`src/design/fws_consts.svh`:
```
// Constants for the flash write, suspend and lock controller: register offsets,
// field positions, reset values and pin timing.
// Assumes a 10 MHz pclk and one 8-bit asynchronous flash part on the pins.
`ifndef FWS_CONSTS_SVH
`define FWS_CONSTS_SVH

// Register byte offsets on APB
`define FWS_REG_CTRL 8'h00
`define FWS_REG_CMD 8'h04
`define FWS_REG_ADDR 8'h08
`define FWS_REG_WDATA 8'h0C
`define FWS_REG_STATUS 8'h10
`define FWS_REG_RDATA 8'h14

// CTRL fields
`define FWS_CTRL_OVR 0
`define FWS_CTRL_AUTOCLR 1
`define FWS_CTRL_PD 2
`define FWS_CTRL_RESET 3'h0

// STATUS fields
`define FWS_ST_BUSY 0
`define FWS_ST_REFUSED 1
`define FWS_ST_SUSP 2
`define FWS_ST_UNDET 3
`define FWS_ST_ERRSEEN 4
`define FWS_ST_SR_LSB 8

// Device status byte bit positions
`define FWS_SR_READY 7
`define FWS_SR_ERASE_ERR 5
`define FWS_SR_PROG_ERR 4
`define FWS_SR_VPP_ERR 3
`define FWS_SR_WSUSP 2
`define FWS_SR_LOCK_ERR 1

// Pin timing
`define FWS_CLK_NS 100
`define FWS_STROBE_NS 200
`define FWS_SETTLE_NS 500
`define FWS_STROBE_CYC ((`FWS_STROBE_NS + `FWS_CLK_NS - 1) / `FWS_CLK_NS)
`define FWS_SETTLE_CYC ((`FWS_SETTLE_NS + `FWS_CLK_NS - 1) / `FWS_CLK_NS)
// Read strobe also covers the two-flop data synchroniser
`define FWS_READ_CYC (`FWS_STROBE_CYC + 2)

`endif

```
`src/design/fws_pkg.sv`:
```
// Types shared by the flash write, suspend and lock controller.
// Assumes nothing beyond a SystemVerilog compiler.
package fws_pkg;
   typedef enum logic [3:0] {
      FWS_OP_READ = 4'h0,
      FWS_OP_READ_ARRAY = 4'h1,
      FWS_OP_READ_STATUS = 4'h2,
      FWS_OP_CLEAR_STATUS = 4'h3,
      FWS_OP_BYTE_WRITE = 4'h4,
      FWS_OP_SUSPEND = 4'h5,
      FWS_OP_RESUME = 4'h6,
      FWS_OP_SET_BLOCK_LOCK = 4'h7,
      FWS_OP_SET_MASTER_LOCK = 4'h8,
      FWS_OP_CLEAR_LOCKS = 4'h9
   } fws_op_t;
endpackage

```
`src/design/fws_ctrl.sv`:
```
// Host-side controller for an asynchronous flash: APB registers in, flash pins out.
// Assumes the flash answers on its pins only; ready/busy and data are asynchronous.
// Function
// - Only read, status, resume while suspended
// - Lock set is setup then confirm
// - Check program error, clear status after
// - Check erase error, clear status after
// - Aborted clear leaves bits undetermined
//
// The implementer's own choices: the APB register port and the register addresses.
`include "fws_consts.svh"
`timescale 1ns/1ns
`default_nettype none
module fws_ctrl #(
   parameter int AW = 19,
   // Command codes; values are arbitrary defaults
   parameter logic [7:0] C_READ_ARRAY = 8'h01,
   parameter logic [7:0] C_READ_STATUS = 8'h02,
   parameter logic [7:0] C_CLEAR_STATUS = 8'h03,
   parameter logic [7:0] C_WRITE_SETUP = 8'h04,
   parameter logic [7:0] C_SUSPEND = 8'h05,
   parameter logic [7:0] C_RESUME = 8'h06,
   parameter logic [7:0] C_LOCK_SETUP = 8'h07,
   parameter logic [7:0] C_BLOCK_CONFIRM = 8'h08,
   parameter logic [7:0] C_MASTER_CONFIRM = 8'h09,
   parameter logic [7:0] C_CLEAR_CONFIRM = 8'h0A
) (
   input wire logic pclk,
   input wire logic presetn,
   input wire logic clk_en,
   input wire logic psel,
   input wire logic penable,
   input wire logic pwrite,
   input wire logic [7:0] paddr,
   input wire logic [31:0] pwdata,
   output logic [31:0] prdata,
   output logic pready,
   output logic pslverr,
   output logic [AW-1:0] flash_addr,
   output logic [7:0] flash_dq_o,
   output logic flash_dq_oe,
   input wire logic [7:0] flash_dq_i,
   output logic flash_ce_n,
   output logic flash_oe_n,
   output logic flash_we_n,
   output logic flash_pwrdn_n,
   output logic flash_lock_ovr,
   input wire logic flash_ready_busy
);
   typedef enum logic [2:0] {S_IDLE, S_WLO, S_WHI, S_WAIT, S_RLO, S_RHI} fws_state_t;

   localparam logic [7:0] STROBE = 8'(`FWS_STROBE_CYC);
   localparam logic [7:0] SETTLE = 8'(`FWS_SETTLE_CYC);
   localparam logic [7:0] RDCYC = 8'(`FWS_READ_CYC);

   fws_state_t st_q, st_d;
   fws_pkg::fws_op_t op_q, op_in;
   logic [7:0] tmr_q, tmr_d;
   logic widx_q, widx_d, clr_q, clr_d;
   logic [2:0] ctrl_q;
   logic [AW-1:0] addr_q, susp_addr_q;
   logic [7:0] wdata_q, sr_q, rdata_q;
   logic refused_q, undet_q, susp_q, errseen_q;
   logic [7:0] dq_s1, dq_s2;
   logic rb_s1, rb_s2;
   logic pready_q, pslverr_q;
   logic [31:0] prdata_q;
   logic busy, two_cyc, long_op, unmapped, wr_en, cmd_wr, allowed, start, abort;
   logic rd_done, err_now, rd_is_sr, susp_ok;
   logic [7:0] code;

   // Two flops on every asynchronous pin input
   always_ff @(posedge pclk or negedge presetn) begin
      if (!presetn) begin
         dq_s1 <= 8'h00;
         dq_s2 <= 8'h00;
         rb_s1 <= 1'b0;
         rb_s2 <= 1'b0;
      end else if (clk_en) begin
         dq_s1 <= flash_dq_i;
         dq_s2 <= dq_s1;
         rb_s1 <= flash_ready_busy;
         rb_s2 <= rb_s1;
      end
   end

   assign busy = (st_q != S_IDLE);
   assign op_in = fws_pkg::fws_op_t'(pwdata[3:0]);
   assign two_cyc = (op_q == fws_pkg::FWS_OP_BYTE_WRITE) ||
                    (op_q == fws_pkg::FWS_OP_SET_BLOCK_LOCK) ||
                    (op_q == fws_pkg::FWS_OP_SET_MASTER_LOCK) ||
                    (op_q == fws_pkg::FWS_OP_CLEAR_LOCKS);
   assign long_op = two_cyc || (op_q == fws_pkg::FWS_OP_SUSPEND) ||
                    (op_q == fws_pkg::FWS_OP_RESUME);
   assign rd_is_sr = long_op || (op_q == fws_pkg::FWS_OP_READ_STATUS);
   assign err_now = sr_q[`FWS_SR_ERASE_ERR] | sr_q[`FWS_SR_PROG_ERR] |
                    sr_q[`FWS_SR_VPP_ERR] | sr_q[`FWS_SR_LOCK_ERR];
   assign abort = ctrl_q[`FWS_CTRL_PD];
   // A suspend has to cut into the ready wait of a byte write, or it could never land
   assign susp_ok = (st_q == S_WAIT) && (op_q == fws_pkg::FWS_OP_BYTE_WRITE) &&
                    (op_in == fws_pkg::FWS_OP_SUSPEND);

   // APB decode
   assign unmapped = !(paddr == `FWS_REG_CTRL || paddr == `FWS_REG_CMD ||
                       paddr == `FWS_REG_ADDR || paddr == `FWS_REG_WDATA ||
                       paddr == `FWS_REG_STATUS || paddr == `FWS_REG_RDATA);
   assign wr_en = psel && penable && pready_q && pwrite && !pslverr_q;
   assign cmd_wr = wr_en && (paddr == `FWS_REG_CMD);

   // While suspended only array reads elsewhere, plain reads at any address, status reads and resume go out
   always_comb begin
      allowed = (!busy || susp_ok) && !abort && (pwdata[3:0] <= 4'h9);
      if (susp_q) begin
         allowed = allowed && ((op_in == fws_pkg::FWS_OP_READ_ARRAY &&
                                addr_q != susp_addr_q) ||
                               op_in == fws_pkg::FWS_OP_READ_STATUS ||
                               op_in == fws_pkg::FWS_OP_RESUME ||
                               op_in == fws_pkg::FWS_OP_READ);
      end
   end
   assign start = cmd_wr && allowed;

   // Setup code first, confirm or data second
   always_comb begin
      code = C_READ_STATUS;
      case (op_q)
         fws_pkg::FWS_OP_READ_ARRAY: code = C_READ_ARRAY;
         fws_pkg::FWS_OP_READ_STATUS: code = C_READ_STATUS;
         fws_pkg::FWS_OP_CLEAR_STATUS: code = C_CLEAR_STATUS;
         fws_pkg::FWS_OP_BYTE_WRITE: code = widx_q ? wdata_q : C_WRITE_SETUP;
         fws_pkg::FWS_OP_SUSPEND: code = C_SUSPEND;
         fws_pkg::FWS_OP_RESUME: code = C_RESUME;
         fws_pkg::FWS_OP_SET_BLOCK_LOCK: code = widx_q ? C_BLOCK_CONFIRM : C_LOCK_SETUP;
         fws_pkg::FWS_OP_SET_MASTER_LOCK: code = widx_q ? C_MASTER_CONFIRM : C_LOCK_SETUP;
         fws_pkg::FWS_OP_CLEAR_LOCKS: code = widx_q ? C_CLEAR_CONFIRM : C_LOCK_SETUP;
         default: code = C_READ_STATUS;
      endcase
      if (clr_q) begin
         code = C_CLEAR_STATUS;
      end
   end

   assign rd_done = (st_q == S_RLO) && (tmr_q == 8'h01);

   always_comb begin
      st_d = st_q;
      tmr_d = (tmr_q > 8'h01) ? tmr_q - 8'h01 : tmr_q;
      widx_d = widx_q;
      clr_d = clr_q;
      case (st_q)
         S_IDLE: begin
            if (start) begin
               widx_d = 1'b0;
               clr_d = 1'b0;
               st_d = (op_in == fws_pkg::FWS_OP_READ) ? S_RLO : S_WLO;
               tmr_d = (op_in == fws_pkg::FWS_OP_READ) ? RDCYC : STROBE;
            end
         end
         S_WLO: begin
            if (tmr_q == 8'h01) begin
               st_d = S_WHI;
               tmr_d = STROBE;
            end
         end
         S_WHI: begin
            if (tmr_q == 8'h01) begin
               if (!clr_q && !widx_q && two_cyc) begin
                  widx_d = 1'b1;
                  st_d = S_WLO;
                  tmr_d = STROBE;
               end else if (clr_q || op_q == fws_pkg::FWS_OP_CLEAR_STATUS) begin
                  st_d = S_IDLE;
               end else if (long_op) begin
                  st_d = S_WAIT;
                  tmr_d = SETTLE;
               end else begin
                  st_d = S_RLO;
                  tmr_d = RDCYC;
               end
            end
         end
         S_WAIT: begin
            // Wait for the part to report ready, then read status
            if (start) begin
               widx_d = 1'b0;
               st_d = S_WLO;
               tmr_d = STROBE;
            end else if (tmr_q == 8'h01 && rb_s2) begin
               st_d = S_RLO;
               tmr_d = RDCYC;
            end
         end
         S_RLO: begin
            if (tmr_q == 8'h01) begin
               st_d = S_RHI;
               tmr_d = STROBE;
            end
         end
         S_RHI: begin
            if (tmr_q == 8'h01) begin
               // Clear errors after a failed long operation
               if (long_op && ctrl_q[`FWS_CTRL_AUTOCLR] && err_now) begin
                  clr_d = 1'b1;
                  st_d = S_WLO;
                  tmr_d = STROBE;
               end else begin
                  st_d = S_IDLE;
               end
            end
         end
         default: st_d = S_IDLE;
      endcase
      // Power-down ends any sequence; the part is in reset
      if (abort) begin
         st_d = S_IDLE;
      end
   end

   always_ff @(posedge pclk or negedge presetn) begin
      if (!presetn) begin
         st_q <= S_IDLE;
         tmr_q <= 8'h00;
         widx_q <= 1'b0;
         clr_q <= 1'b0;
         op_q <= fws_pkg::FWS_OP_READ;
      end else if (clk_en) begin
         st_q <= st_d;
         tmr_q <= tmr_d;
         widx_q <= widx_d;
         clr_q <= clr_d;
         if (start) begin
            op_q <= op_in;
         end
      end
   end

   // Strobes, chip enable and dq enable follow next state; every pin comes straight from a flop
   always_ff @(posedge pclk or negedge presetn) begin
      if (!presetn) begin
         flash_ce_n <= 1'b1;
         flash_we_n <= 1'b1;
         flash_oe_n <= 1'b1;
         flash_dq_oe <= 1'b0;
         flash_dq_o <= 8'h00;
         flash_addr <= '0;
         flash_pwrdn_n <= 1'b0;
         flash_lock_ovr <= 1'b0;
      end else if (clk_en) begin
         flash_ce_n <= (st_d == S_IDLE);
         flash_we_n <= (st_d != S_WLO);
         flash_oe_n <= (st_d != S_RLO);
         flash_dq_oe <= (st_d == S_WLO) || (st_d == S_WHI);
         flash_dq_o <= code;
         flash_addr <= addr_q;
         flash_pwrdn_n <= !ctrl_q[`FWS_CTRL_PD];
         // Two-state override select; no intermediate level exists
         flash_lock_ovr <= ctrl_q[`FWS_CTRL_OVR];
      end
   end

   // Captured data and tracked device state
   always_ff @(posedge pclk or negedge presetn) begin
      if (!presetn) begin
         rdata_q <= 8'h00;
         sr_q <= 8'h00;
         susp_q <= 1'b0;
         susp_addr_q <= '0;
      end else if (clk_en) begin
         if (rd_done) begin
            rdata_q <= dq_s2;
            if (rd_is_sr && !clr_q) begin
               sr_q <= dq_s2;
            end
         end
         if (rd_done && op_q == fws_pkg::FWS_OP_SUSPEND &&
             dq_s2[`FWS_SR_WSUSP] && dq_s2[`FWS_SR_READY]) begin
            susp_q <= 1'b1;
            susp_addr_q <= addr_q;
         end else if ((start && op_in == fws_pkg::FWS_OP_RESUME) || abort) begin
            susp_q <= 1'b0;
         end
      end
   end

   // Sticky flags; hardware set wins over a software clear
   always_ff @(posedge pclk or negedge presetn) begin
      if (!presetn) begin
         refused_q <= 1'b0;
         undet_q <= 1'b0;
         errseen_q <= 1'b0;
      end else if (clk_en) begin
         if (cmd_wr && !allowed) begin
            refused_q <= 1'b1;
         end else if (wr_en && paddr == `FWS_REG_STATUS && pwdata[`FWS_ST_REFUSED]) begin
            refused_q <= 1'b0;
         end
         if (abort && busy && op_q == fws_pkg::FWS_OP_CLEAR_LOCKS) begin
            undet_q <= 1'b1;
         end else if (st_q == S_RHI && tmr_q == 8'h01 && !clr_q &&
                      op_q == fws_pkg::FWS_OP_CLEAR_LOCKS && !err_now) begin
            undet_q <= 1'b0; // A clean repeat restores known values
         end else if (wr_en && paddr == `FWS_REG_STATUS && pwdata[`FWS_ST_UNDET]) begin
            undet_q <= 1'b0;
         end
         if (st_q == S_RHI && long_op && !clr_q && err_now) begin
            errseen_q <= 1'b1;
         end else if (wr_en && paddr == `FWS_REG_STATUS && pwdata[`FWS_ST_ERRSEEN]) begin
            errseen_q <= 1'b0;
         end
      end
   end

   // APB slave: answer in the first access cycle
   always_ff @(posedge pclk or negedge presetn) begin
      if (!presetn) begin
         ctrl_q <= `FWS_CTRL_RESET;
         addr_q <= '0;
         wdata_q <= 8'h00;
         pready_q <= 1'b0;
         pslverr_q <= 1'b0;
         prdata_q <= 32'h0000_0000;
      end else if (clk_en) begin
         if (psel && !penable) begin
            pready_q <= 1'b1;
            pslverr_q <= unmapped;
            case (paddr)
               `FWS_REG_CTRL: prdata_q <= {29'h0, ctrl_q};
               `FWS_REG_ADDR: prdata_q <= 32'(addr_q);
               `FWS_REG_WDATA: prdata_q <= {24'h0, wdata_q};
               `FWS_REG_STATUS: prdata_q <= {16'h0, sr_q, 3'h0, errseen_q, undet_q,
                                             susp_q, refused_q, busy};
               `FWS_REG_RDATA: prdata_q <= {24'h0, rdata_q};
               default: prdata_q <= 32'h0000_0000;
            endcase
         end else if (pready_q) begin
            pready_q <= 1'b0;
            pslverr_q <= 1'b0;
         end
         if (wr_en && paddr == `FWS_REG_CTRL) begin
            ctrl_q <= pwdata[2:0];
         end
         // Address and data hold still while a sequence runs
         if (wr_en && paddr == `FWS_REG_ADDR && !busy) begin
            addr_q <= pwdata[AW-1:0];
         end
         if (wr_en && paddr == `FWS_REG_WDATA && !busy) begin
            wdata_q <= pwdata[7:0];
         end
      end
   end

   assign prdata = prdata_q;
   assign pready = pready_q;
   assign pslverr = pslverr_q;
endmodule
`default_nettype wire

```
`config.mk`:
```
export PLATFORM = sky130hd
export DESIGN_NAME = fws_ctrl
export DESIGN_NICKNAME = d
export VERILOG_FILES = /design/src/design/fws_pkg.sv /design/src/design/fws_ctrl.sv
export VERILOG_INCLUDE_DIRS = /design/src /design/src/design
export SDC_FILE = /design/constraint.sdc
export NUM_CORES = 1
export LEC_CHECK = 0
export BUFFER_PORTS_ARGS = -buffer_cell sky130_fd_sc_hd__buf_2
export CORE_MARGIN = 4
export CORE_UTILIZATION = 36
export DETAILED_ROUTE_END_ITERATION = 12
export GPL_TIMING_DRIVEN = 0
export HOLD_SLACK_MARGIN = 0.05
export PLACE_DENSITY = 0.53
export SYNTH_ARGS = -nofsm -noshare
export SYNTH_HDL_FRONTEND = slang
export SYNTH_SLANG_ARGS = --single-unit
```
`constraint.sdc`:
```
create_clock -name pclk -period 3.8 [get_ports pclk]
set_clock_uncertainty 0.2 [all_clocks]
set_input_delay 0.38 -clock pclk [delete_from_list [all_inputs] [get_ports pclk]]
set_output_delay 0.38 -clock pclk [all_outputs]
set_load 0.05 [all_outputs]
```
==> results of run 1 <==
==> kinds of logic after synthesis <==
group / after synthesis / synth area share, %
XOR/XNOR: 26 / 3.02
AND/OR/NAND/NOR: 214 / 14.1
buffers and inverters: 61 / 3.81
multiplexers: 96 / 14.3
AO/OA/AOI/OAI: 133 / 12.0
flip-flops: 158 / 52.4
other: 1 / 0.0497
adder cells (fa/ha/maj): 2 / 0.331
==> final timing paths <==
path / start / endpoint / slack (ns) / cells after the start
setup / recovery: tmr_q[1]$_DFFE_PN0P_ / flash_dq_oe$_DFFE_PN0P_ / 0.45 / 9
hold / removal: pwdata[0] / op_q[0]$_DFFE_PN0P_ / 0.12 / 3
setup reg to reg: tmr_q[1]$_DFFE_PN0P_ / flash_dq_oe$_DFFE_PN0P_ / 0.45 / 9
hold reg to reg: flash_pwrdn_n$_DFFE_PN0P_ / flash_pwrdn_n$_DFFE_PN0P_ / 0.28 / 2
max in group asynchronous: presetn / flash_addr[11]$_DFFE_PN0P_ / 2.24 / 3
min in group asynchronous: presetn / st_q[0]$_DFFE_PN0P_ / 0.33 / 2
==> tightest hold or removal path, cell delays in order <==
cell and delay [ns]:
sky130_fd_sc_hd__buf_2 0.17, sky130_fd_sc_hd__nand2_1 0.07, sky130_fd_sc_hd__o21ai_0 0.08
==> placed cells by master (no fill, tap or decap), types with 4 or more instances in the layout <==
cell type / count
sky130_fd_sc_hd__dfrtp_1: 155
sky130_fd_sc_hd__nand2_1: 105
sky130_fd_sc_hd__buf_2: 97
sky130_fd_sc_hd__mux2_2: 94
sky130_fd_sc_hd__o21ai_0: 34
sky130_fd_sc_hd__nor2_1: 30
sky130_fd_sc_hd__clkbuf_1: 27
sky130_fd_sc_hd__dlygate4sd3_1: 25
sky130_fd_sc_hd__xnor2_1: 23
sky130_fd_sc_hd__a21oi_1: 22
sky130_fd_sc_hd__clkbuf_16: 17
sky130_fd_sc_hd__nor3_1: 14
sky130_fd_sc_hd__buf_4: 14
sky130_fd_sc_hd__inv_1: 13
sky130_fd_sc_hd__conb_1: 13
sky130_fd_sc_hd__a22oi_1: 11
sky130_fd_sc_hd__nor2b_1: 9
sky130_fd_sc_hd__nand4_1: 8
sky130_fd_sc_hd__nand2b_1: 7
sky130_fd_sc_hd__a22o_1: 7
sky130_fd_sc_hd__a31oi_1: 7
sky130_fd_sc_hd__and3_1: 5
sky130_fd_sc_hd__a222oi_1: 5
sky130_fd_sc_hd__nand3_1: 4
sky130_fd_sc_hd__o22ai_1: 4
sky130_fd_sc_hd__o31ai_1: 4
==> state kept, by name, indices dropped and copies added, names as in the netlist, 3 cells and up <==
register and flops:
op_q 4, st_q 3, dq_s2 8, ctrl_q 3, flash_dq_o 8, sr_q 8, prdata 19, susp_addr_q 19
rdata_q 8, tmr_q 8, addr_q 19, flash_addr 19, dq_s1 8, wdata_q 8
==> area by class of cell <==
| class | instances | area, um2 |
|---|---|---|
| well taps | 270 | 338 |
| inverters | 13 | 48.8 |
| multi-input cells | 484 | 3360 |
| repair buffers | 119 | 749 |
| plain buffers | 48 | 239 |
| clock inverters | 12 | 125 |
| flip-flops and latches | 158 | 3960 |
| fillers | 1961 | 11200 |
| clock buffers | 20 | 457 |
==> per-layer routing <==
layer	GRT usage, %	wire length (um)
met1	26.5	10100
met2	29.3	10100
met3	3.90	1210
met4	5.52	355
met5	0	0
==> stage by stage <==
| step | cell area [um2] | hold WS (ns) | setup slack, ns | cells |
|---|---|---|---|---|
| CTS | 9270 | 0.0959 | 0.358 | 1124 |
| global route | 9270 | 0.110 | 0.127 | 1124 |
| floorplan | 7600 | -0.116 | 1.21 | 703 |
| finish | 9270 | 0.124 | 0.454 | 1124 |
| global placement | 8400 | 0.269 | -0.231 | 1066 |
| detailed placement | 8430 | 0.242 | 0.340 | 1067 |
==> timing repair <==
action                                 CTS  global route
endpoints found under the hold margin   98             0
gates resized for setup                  0             1
hold buffers                            25             0
setup endpoints to repair                0             5
==> power by group through the flow <==
stage / clock network, mW / logic, mW / registers [mW]
after detailed placement: 0 / 0.871 / 1.96
after global placement: 0 / 0.855 / 1.95
after CTS: 1.73 / 0.895 / 1.93
final: 1.70 / 0.893 / 1.93
after global routing: 1.80 / 0.985 / 1.94
after floorplan: 0 / 0.547 / 1.99
==> results.md, run 1 <==
Critical path:
- Data on the critical path arrives at its endpoint at 3.46 ns.
- The worst setup path is captured at a register.
- The slowest stage of the critical path belongs to the cell sky130_fd_sc_hd__o41ai_1.
- The signal on the critical path passes through inv_1 -> ha_1 -> nor4b_1 -> nand2_1 -> o41ai_1 -> o32ai_1 -> a21oi_1 -> xor2_1 -> a32o_1.
- The data required time of the worst path is between 3 and 4 ns.
- The cell family contributing the most delay on the critical path is compound AO/OA/AOI/OAI gates.
- Together, buffers and inverters on the worst path number 1.
- The maximum fanout along the worst path is 7.
- On the worst path, the slowest cell contributes a delay of roughly 0.64 ns.
- The critical path in this run is classified as reg2reg.
- The critical path startpoint category is a register.

Die:
- For this design the top-level I/O count stands at 122.
- The floorplan has 52 rows.
- The die extent in y is 153 um.
- Measured along the x axis, the die boundary spans ~150 um.
- After floorplanning, the core was sized to cover 0.0204 mm2.
- The initial utilization of the core area, before any placement, comes to 37.0%.
- The floorplan step defined a die boundary enclosing 0.0234 mm2.

Clocking:
- The clock sink total is 158.
- CTS placed an instance of sky130_fd_sc_hd__clkbuf_16 at the clock tree root.
- Clock-pin slew was measured on the worst setup and hold paths at 0.07 ns.
- The clock tree from TritonCTS is built.
- In this run the deepest clock path goes through 2 buffers.
- The post-CTS setup buffer count is 0.
- The maximum level of the CTS H-tree is 4.
- The number of CTS-inserted buffers is 17.
- The later pin in the worst-skew pair is clocked with a latency of between 0.4 and 0.5 ns.

STA:
- Setup repair after global routing left no endpoint under its margin.
- The final total negative setup slack is 0 ns.
- The final number of hold-violating endpoints is 0.
- The number of endpoints failing setup at the final stage is 0.
- For the pin with the worst max-slew slack, the measured transition is between 1 and 1.5 ns.
- The routed design could run at a clock period as short as approximately 3.3 ns.
- Measured against its own limit, the worst slew margin works out to approximately 27%.
- The part of the cycle the worst path needs is 88.0%.
- The maximum clock frequency is 299 MHz.
- The max-slew violation count is 0.

Flow run:
- The max capacitance violation total is 0.

Cells and area:
- The number of inserted diodes is 0.
- Cells fill 45.4% of the core in the end.
- The net count of the finished layout is 898.
- In the final layout, the share of cells above drive strength 1 is between 30% and 40%.
- From synthesis to final layout, the design area changed by 22.8%.

Yosys:
- The number of warnings reported in the yosys synthesis log is 0.
- The count of flip-flops with a built-in enable after synthesis is 0.
- The portion of the post-synthesis area used by sequential elements is 52.4%.
- Sorting the synthesized cells by area gives the leading types as sky130_fd_sc_hd__dfrtp_1 (51%), sky130_fd_sc_hd__mux2_2 (14%), sky130_fd_sc_hd__nand2_1 (5.2%), sky130_fd_sc_hd__xnor2_1 (2.7%), sky130_fd_sc_hd__o21ai_0 (2.3%).
- The post-synthesis cell type with the largest combined area is sky130_fd_sc_hd__dfrtp_1.
- The cell area that synthesis handed to floorplanning was around 0.0076 mm2.
- The mean post-synth cell area is 10.9 um2.
- The synthesized netlist contains 76 unique library cells.
- Counting flops and latches in the post-synthesis netlist gives approximately 160.
- The share of Yosys cell area claimed by the top area cell type is 51.4%.
- The cell with the most instances after synthesis is sky130_fd_sc_hd__dfrtp_1.
- The commonest cells after synthesis are sky130_fd_sc_hd__dfrtp_1 (155), sky130_fd_sc_hd__nand2_1 (105), sky130_fd_sc_hd__mux2_2 (94).
- For this run, the leading register cell type out of synthesis is sky130_fd_sc_hd__dfrtp_1.
- Synthesis produced between 600 and 700 cells.
- The fraction of synthesis flops using an asynchronous set or reset pin is 100%.

Pwr:
- The share of total power dissipated in combinational logic is 19.8%.
- The switching part of the total is 31.4%.
- The internal power consumption is 3.10 mW.
- The leakage power of the design is 4.40 nW.
- The design draws between 4 and 5 mW.
- The share of total power dissipated in the clock network is 37.6%.
- The peak supply drop is 0.297 mV.
- Sequential cells burn 42.7% of the power.
- The analysis attributes to net switching a power of 1.42 mW.
- The power per standard cell area is 487 mW/mm2.

GRT:
- The global-route wire length before repair is 34500 um.
- The number of antenna violations at the first check in global routing was 0.
- After global routing the overflow that remains totals 0.
- The via count of the first global-routing pass is 6060.
- For this run, the total global-route usage over all layers was measured as 18.7%.
- The maximum number of pins on one net before global-route repair is 87.

Route:
- The total wire length after detailed routing is ~22000 um.
- The first TritonRoute pass finished after 5 iterations.
- In the final routed layout, each cell accounts on average for ~19 um.
- In the routed layout, each cell is associated on average with a via count of 5.29.
- The detailed router finished its first iteration with 326 violations.
- Across all layers, the routed design uses 5947 vias.
- After detailed routing, the number of remaining DRC violations is 0.
- The number of nets still failing antenna checks after routing is 0.

Placement:
- Routability-driven placement finished with a final weighted congestion of 0.901.
- The count of buffers from port buffering is 93.
- Summed over all nets, the half-perimeter wirelength after detailed placement is about 16000 um.

Status:
- The run finished with clean final reports.

Worst hold path:
- The kind of path behind the tightest hold check is in2reg.
No activity file was read; power rests on OpenSTA's default activity.
==> run 2, diff against run 1 <==
- CORE_ASPECT_RATIO: default -> 0.8
==> results.md, run 2 (synthesis results as in run 1) <==
STA:
- Setup violations remaining at the end of the flow were counted as 0.
- The part of the cycle the worst path needs is 89.3%.
- The final number of hold-violating endpoints was 0.
- The worst pin sits at a relative slew slack of 23.9%.
- The final total negative setup slack is 0 ns.
- The clock period minus worst slack is approximately 3.4 ns.
- On the final layout, the worst hold slack is 0.0798 ns.
- The max-slew violation count was 0.
- In the post-route analysis, the smallest setup slack over all paths is approximately 0.41 ns.
- For the pin with the worst max-slew slack, the measured transition is 1.13 ns.
- Setup repair after global routing left no endpoint under its margin.
- The maximum clock frequency is a little under 300 MHz.

Cells and area:
- The finished layout cell area is 0.00930 mm2.
- After filler insertion, the fill cell instance count of the layout stands at about 2000.
- The final cell utilization of the core is 45.0%.
- In the final layout, flip-flops and latches occupy 0.00396 mm2.
- The library cell used most frequently in the layout, excluding fill and tap cells, is sky130_fd_sc_hd__dfrtp_1.
- The share of post-route cells with drive strength above 1 is 30.3%.
- The layout-stage area growth over the synthesis result is 23.1%.
- The multi-input gate area in the final layout is 0.00335 mm2.
- The net total in the final layout is between 800 and 900.
- The number of inserted diodes is 0.
- In the layout the commonest cells are sky130_fd_sc_hd__dfrtp_1 (155), sky130_fd_sc_hd__nand2_1 (105), sky130_fd_sc_hd__buf_2 (97).
- Leaving out filler cells and counting taps, the final layout contains around 1100.

Clocking:
- Clock tree synthesis found a total of 158 sinks.
- The tree is rooted in a sky130_fd_sc_hd__clkbuf_16.
- After clock tree synthesis, the flow added hold-fix buffers numbering 25.
- The post-cts gate resize count is 0.
- The clock-pin slew of the registers on the worst-case setup and hold paths is 0.07 ns.
- For the worst-skew pair, the clock arrives at the later sink with an insertion delay of 0.44 ns.
- In this run the deepest clock path goes through 2 buffers.
- The clock tree from TritonCTS is built.
- Buffers added to address setup during post-CTS repair amount to 0.
- In this run, CTS created clock tree buffers numbering 17.
- The maximum level of the CTS H-tree is 4.

Pwr:
- The leakage power of the design is 4.41 nW.
- Across the VDD grid, the largest voltage drop is 0.237 mV.
- In this run the power density over the cells is 491 mW/mm2.
- Overall power consumption after layout is estimated at 4.56 mW.

Route:
- In the routed design, unresolved DRC markers number 0.
- The count of TritonRoute iterations in the first routing pass is 5.
- The met1 routed wirelength after detailed routing is 10200 um.
- The iteration-0 DRC count of the detailed router is 438.
- The detailed-route wire length per cell is 18.9 um.
- The detailed route wirelength on metal3 is approximately 1100 um.
- The routed layout has 5885 vias.
- The highest layer touched by signal routing is met4.
- Using the TritonRoute via totals, the vias-per-cell ratio works out to ~5.2.
- The routed design uses about 9500 um of met2 wire.
- Once detail routing completed, the nets flagged for antenna violations numbered 0.
- For this block, the routed nets add up to 21300 um of wire.

GRT:
- The maximum number of pins on one net before global-route repair is 123.
- The global-route wire length before repair is 33400 um.
- The all-layer global routing usage is 18.7%.
- The total overflow left after global routing is 0.
- The number of antenna violations at the first check in global routing is 0.
- The via count of the first global-routing pass is 5776.

Die:
- The initialized floorplan defines 47 standard-cell rows.
- From bottom edge to top edge, the die measures 138 um.
- In this run the horizontal extent of the chip is 170 um.
- The I/O pin count is 122.
- The die area is 0.0234 mm2.
- The core area is 0.0206 mm2.
- Once the floorplan was initialized, standard cells occupied 36.6% of the core.

Worst hold path:
- The kind of path behind the tightest hold check is in2reg.
- The instance count along the most critical hold path is 3.

Placement:
- The count of buffers added on input and output ports is between 90 and 100.
- The cell area after placement is 0.00844 mm2.
- Routability-driven placement finished with a final weighted congestion of 0.950.
- The total instance count after detailed placement is 1066.
- The placed wire-length estimate after detailed placement is 15600 um.
- The setup slack at placement is 0.486 ns.

Critical path:
- The data required time of the worst path is 3.89 ns.
- The endpoint kind of the worst setup timing path is a register.
- The kind of critical path is reg2reg.
- Data arrives at the worst endpoint at 3.48 ns.
- In this run the worst path has a maximum fanout of 8.
- The critical path startpoint category is a register.
- The worst reg-to-reg path cell count is 8.

Flow run:
- Across the run, the number of max-cap violations was 0.

Status:
- The run finished with clean final reports.
==> run 2: critical path, cell delays in order (launching register included) <==
cell and delay (ns):
sky130_fd_sc_hd__dfrtp_1 0.45, sky130_fd_sc_hd__nor3_1 0.93, sky130_fd_sc_hd__a32oi_1 0.14, sky130_fd_sc_hd__and4bb_2 0.40, sky130_fd_sc_hd__nand2_1 0.18, sky130_fd_sc_hd__or2_1 0.27, sky130_fd_sc_hd__buf_4 0.17, sky130_fd_sc_hd__a21oi_1 0.38
sky130_fd_sc_hd__a21oi_1 0.13
==> run 2: final timing paths <==
path | slack (ns) | startpoint | to
max in group asynchronous | 2.28 | presetn | op_q[2]$_DFFE_PN0P_
hold / removal | 0.08 | pwdata[0] | op_q[0]$_DFFE_PN0P_
setup reg to reg | 0.41 | st_q[1]$_DFFE_PN0P_ | tmr_q[6]$_DFFE_PN0P_
min in group asynchronous | 0.22 | presetn | flash_lock_ovr$_DFFE_PN0P_
setup / recovery | 0.41 | st_q[1]$_DFFE_PN0P_ | tmr_q[6]$_DFFE_PN0P_
hold reg to reg | 0.29 | flash_pwrdn_n$_DFFE_PN0P_ | flash_pwrdn_n$_DFFE_PN0P_
==> run 2: final cells by class <==
cell class / instances / share of cell area [%]
multi-input combinational: 484 / 36.1
clock inverter: 14 / 1.82
buffer: 48 / 2.57
sequential: 158 / 42.6
tap: 269 / 3.62
clock buffer: 18 / 4.72
timing repair buffer: 119 / 8.10
inverter: 13 / 0.525
==> run 2: power breakdown <==
part	internal, mW	switching, mW	leakage [nW]
sequential	1.81	0.118	2.12
combinational	0.336	0.551	2.00
clock	0.959	0.788	0.293
total	3.10	1.46	4.41
==> run 2: routing by layer <==
layer | vias up | global-route usage (%)
li1 | 2760 | -
met1 | 2910 | 26.9
met2 | 171 | 27.7
met3 | 44 | 4.39
met4 | 0 | 6.25
met5 | - | 0
==> run 3, diff against run 2 <==
- CELL_PAD_IN_SITES_DETAIL_PLACEMENT: default -> 1
- CELL_PAD_IN_SITES_GLOBAL_PLACEMENT: default -> 1
- PLACE_DENSITY: 0.53 -> 0.65
==> results.md, run 3 (synthesis results as in run 1) <==
Status:
- The flow ran to the end, and the final reports show no timing, DRC or antenna violations.

Cells and area:
- The share of post-route cells with drive strength above 1 is 30.4%.
- Once layout is done, the placed cells without fillers occupy 0.00929 mm2.
- The finished layout holds 1122 standard cells, fillers aside.
- The top cell types in the final layout, fill and taps aside, are sky130_fd_sc_hd__dfrtp_1 (155), sky130_fd_sc_hd__nand2_1 (105), sky130_fd_sc_hd__buf_2 (97).
- The repair_antennas step left the layout with diodes totalling 0.
- The net total in the final layout is ~900.
- The layout-stage area growth over the synthesis result is 22.9%.
- The library cell used most frequently in the layout, excluding fill and tap cells, is sky130_fd_sc_hd__dfrtp_1.

Route:
- The first routing iteration left 407 violations.
- In this run the remaining antenna-violating nets after routing total 0.
- Summing over every cut layer, the via total after detailed routing is 5989.
- The detailed-route wire length per cell is 21.3 um.
- In the routed design, unresolved DRC markers number 0.
- The per-cell via count in the routed design is 5.34.
- The count of TritonRoute iterations in the first routing pass is 5.
- The final layout contains routed wiring with a total length of 23900 um.

Pwr:
- Power comes to 4.59 mW.
- The leakage power of the design is 4.41 nW.
- The worst-case IR drop observed on VDD is 0.230 mV.
- The power per standard cell area is approximately 490 mW/mm2.

STA:
- Setup total negative slack on the finished layout was measured at 0 ns.
- The slew at the pin closest to its max-slew limit is 1.21 ns.
- Setup violations remaining at the end of the flow were counted as 0.
- The relative max-transition margin is 18.8%.
- Derived from the worst setup path, the maximum achievable clock frequency is around 270 MHz.
- The clock period minus worst slack is 3.65 ns.
- Setup repair after global routing left no endpoint under its margin.
- The final number of hold-violating endpoints is 0.
- The part of the cycle the worst path needs is 96.2%.
- The smallest setup slack after layout is 0.146 ns.
- The max-slew violation count is 0.

Worst hold path:
- The instance count along the most critical hold path is 2.
- The end point of the worst hold path is wdata_q[4]$_DFFE_PN0P_.
- The startpoint of the lowest-slack hold path is pwdata[4].
- The tightest min-delay check is of the in2reg type.

Clocking:
- Clock-pin slew was measured on the worst setup and hold paths at about 0.070 ns.
- The source-to-sink clock delay at the later pin of the worst-skew pair is ~0.43 ns.
- The longest clock path from root to sink contains 2 buffers.
- Counting the buffers created by CTS gives 17.
- The clock net in this run drives a total of about 160 sinks.
- The post-CTS setup buffer count is 0.
- The clock tree from TritonCTS is built.
- The maximum level of the CTS H-tree is 4.
- The root buffer selected by CTS is sky130_fd_sc_hd__clkbuf_16.

Critical path:
- STA classifies the critical path startpoint as a register.
- The maximum fanout along the worst path is 7.
- For this design, the slowest cell found on the critical path is sky130_fd_sc_hd__o41ai_1.
- The worst register-to-register path ends at flash_dq_oe$_DFFE_PN0P_.
- Traced cell by cell, the critical path runs through inv_1 -> ha_1 -> nor4b_1 -> nand2_1 -> o41ai_1 -> o32ai_1 -> a21oi_1 -> xor2_1 -> a32o_1.
- The signal arrival time at the worst endpoint is 3.77 ns.
- The largest single stage delay on the critical path is 0.80 ns.
- The worst reg-to-reg path cell count is 9.
- The endpoint kind of the worst setup timing path is a register.
- For the worst setup path, the data required time is 3.92 ns.
- The startpoint of the lowest-slack register-to-register path is tmr_q[1]$_DFFE_PN0P_.
- The cell family contributing the most delay on the critical path is compound AO/OA/AOI/OAI gates.
- The worst register-to-register path has a setup slack of 0.15 ns.
- The number of buffer and inverter stages on the critical path is 1.
- The setup path with the least slack is of type reg2reg.

Die:
- The floorplan die width is between 150 and 200 um.
- 122 I/O pins were placed.
- After floorplanning, the core was divided into 47 placement rows.
- The initial cell density of the core is 36.6%.
- The die covers 0.0234 mm2.
- The floorplan step set the die height to 138 um.
- The core area is 0.0206 mm2.

Flow run:
- The tool flagged a number of max-cap violations equal to 0.

GRT:
- The via count of the first global-routing pass is 6289.
- The global-route wire length before repair is about 37000 um.
- Entering global routing, the biggest net connects 85 pins.
- In the global route stage, overall resource usage came out at 20.7%.
- The number of antenna violations at the first check in global routing came to 0.
- Global routing finished with a remaining overflow of 0.

Placement:
- The final estimated routing congestion in global placement is 0.894.
- The count of buffers from port buffering is 93.
- The total instance count after detailed placement is 1066.
- The setup slack at placement is between 0.2 and 0.25 ns.
- The cell area after placement is between 0.008 and 0.009 mm2.
- Detailed placement ended at an HPWL of 17500 um.
run 3: worst register-to-register path, stage by stage, from the launching register on:
cell and delay, ns:
sky130_fd_sc_hd__dfrtp_1 0.41, sky130_fd_sc_hd__inv_1 0.11, sky130_fd_sc_hd__ha_1 0.19, sky130_fd_sc_hd__nor4b_1 0.53, sky130_fd_sc_hd__nand2_1 0.38, sky130_fd_sc_hd__o41ai_1 0.80, sky130_fd_sc_hd__o32ai_1 0.16, sky130_fd_sc_hd__a21oi_1 0.35
sky130_fd_sc_hd__xor2_1 0.14, sky130_fd_sc_hd__a32o_1 0.27
run 3: timing repair:
| action | 4_1_cts | 5_1_grt |
|---|---|---|
| resized for setup | 0 | 1 |
| hold buffers | 24 | 0 |
| setup endpoints to repair | 0 | 4 |
| hold endpoints to repair | 100 | 0 |
run 3: layer usage:
layer,up-vias,part of all wire (%),wire length (um),track usage (%)
met1,3084,49,11700,30.1
met3,21,4.1,968,4.16
met4,0,1.6,380,5.63
li1,2750,-,-,-
met2,134,45,10800,31.8
met5,-,0,0,0
run 3: report_power, final:
group | total [mW] | internal, mW | switching (mW)
logic | 0.902 | 0.336 | 0.566
clock network | 1.77 | 1.02 | 0.745
registers | 1.92 | 1.81 | 0.116
total | 4.59 | 3.16 | 1.43
run 3: final cells by class:
| type | instances | area, um2 |
|---|---|---|
| fillers | 2266 | 11400 |
| flip-flops and latches | 158 | 3960 |
| multi-input cells | 484 | 3360 |
| repair buffers | 118 | 739 |
| clock buffers | 19 | 453 |
| well taps | 269 | 337 |
| plain buffers | 48 | 239 |
| clock inverters | 13 | 153 |
| inverters | 13 | 48.8 |
run 3: per-stage QoR:
step                      hold WS (ns)  utilization (%)
final                           0.0688             45.0
after global routing            0.0514             45.0
after CTS                       0.0564             45.0
after detailed placement         0.247             40.9
after global placement           0.264             40.7
after floorplan                 -0.116                -
run 3: worst max path at each step:
stage / from / slack, ns / to / cells after the start
2_1_floorplan: tmr_q[1]$_DFFE_PN0P_ / 1.21 / flash_dq_oe$_DFFE_PN0P_ / 9
3_3_place_gp: presetn / -0.20 / addr_q[18]$_DFFE_PN0P_ / 1
6_report: tmr_q[1]$_DFFE_PN0P_ / 0.15 / flash_dq_oe$_DFFE_PN0P_ / 9
5_1_grt: st_q[1]$_DFFE_PN0P_ / 0.05 / tmr_q[5]$_DFFE_PN0P_ / 8
3_5_place_dp: tmr_q[1]$_DFFE_PN0P_ / 0.21 / susp_addr_q[15]$_DFFE_PN0P_ / 10
4_1_cts: tmr_q[1]$_DFFE_PN0P_ / 0.19 / susp_addr_q[15]$_DFFE_PN0P_ / 10
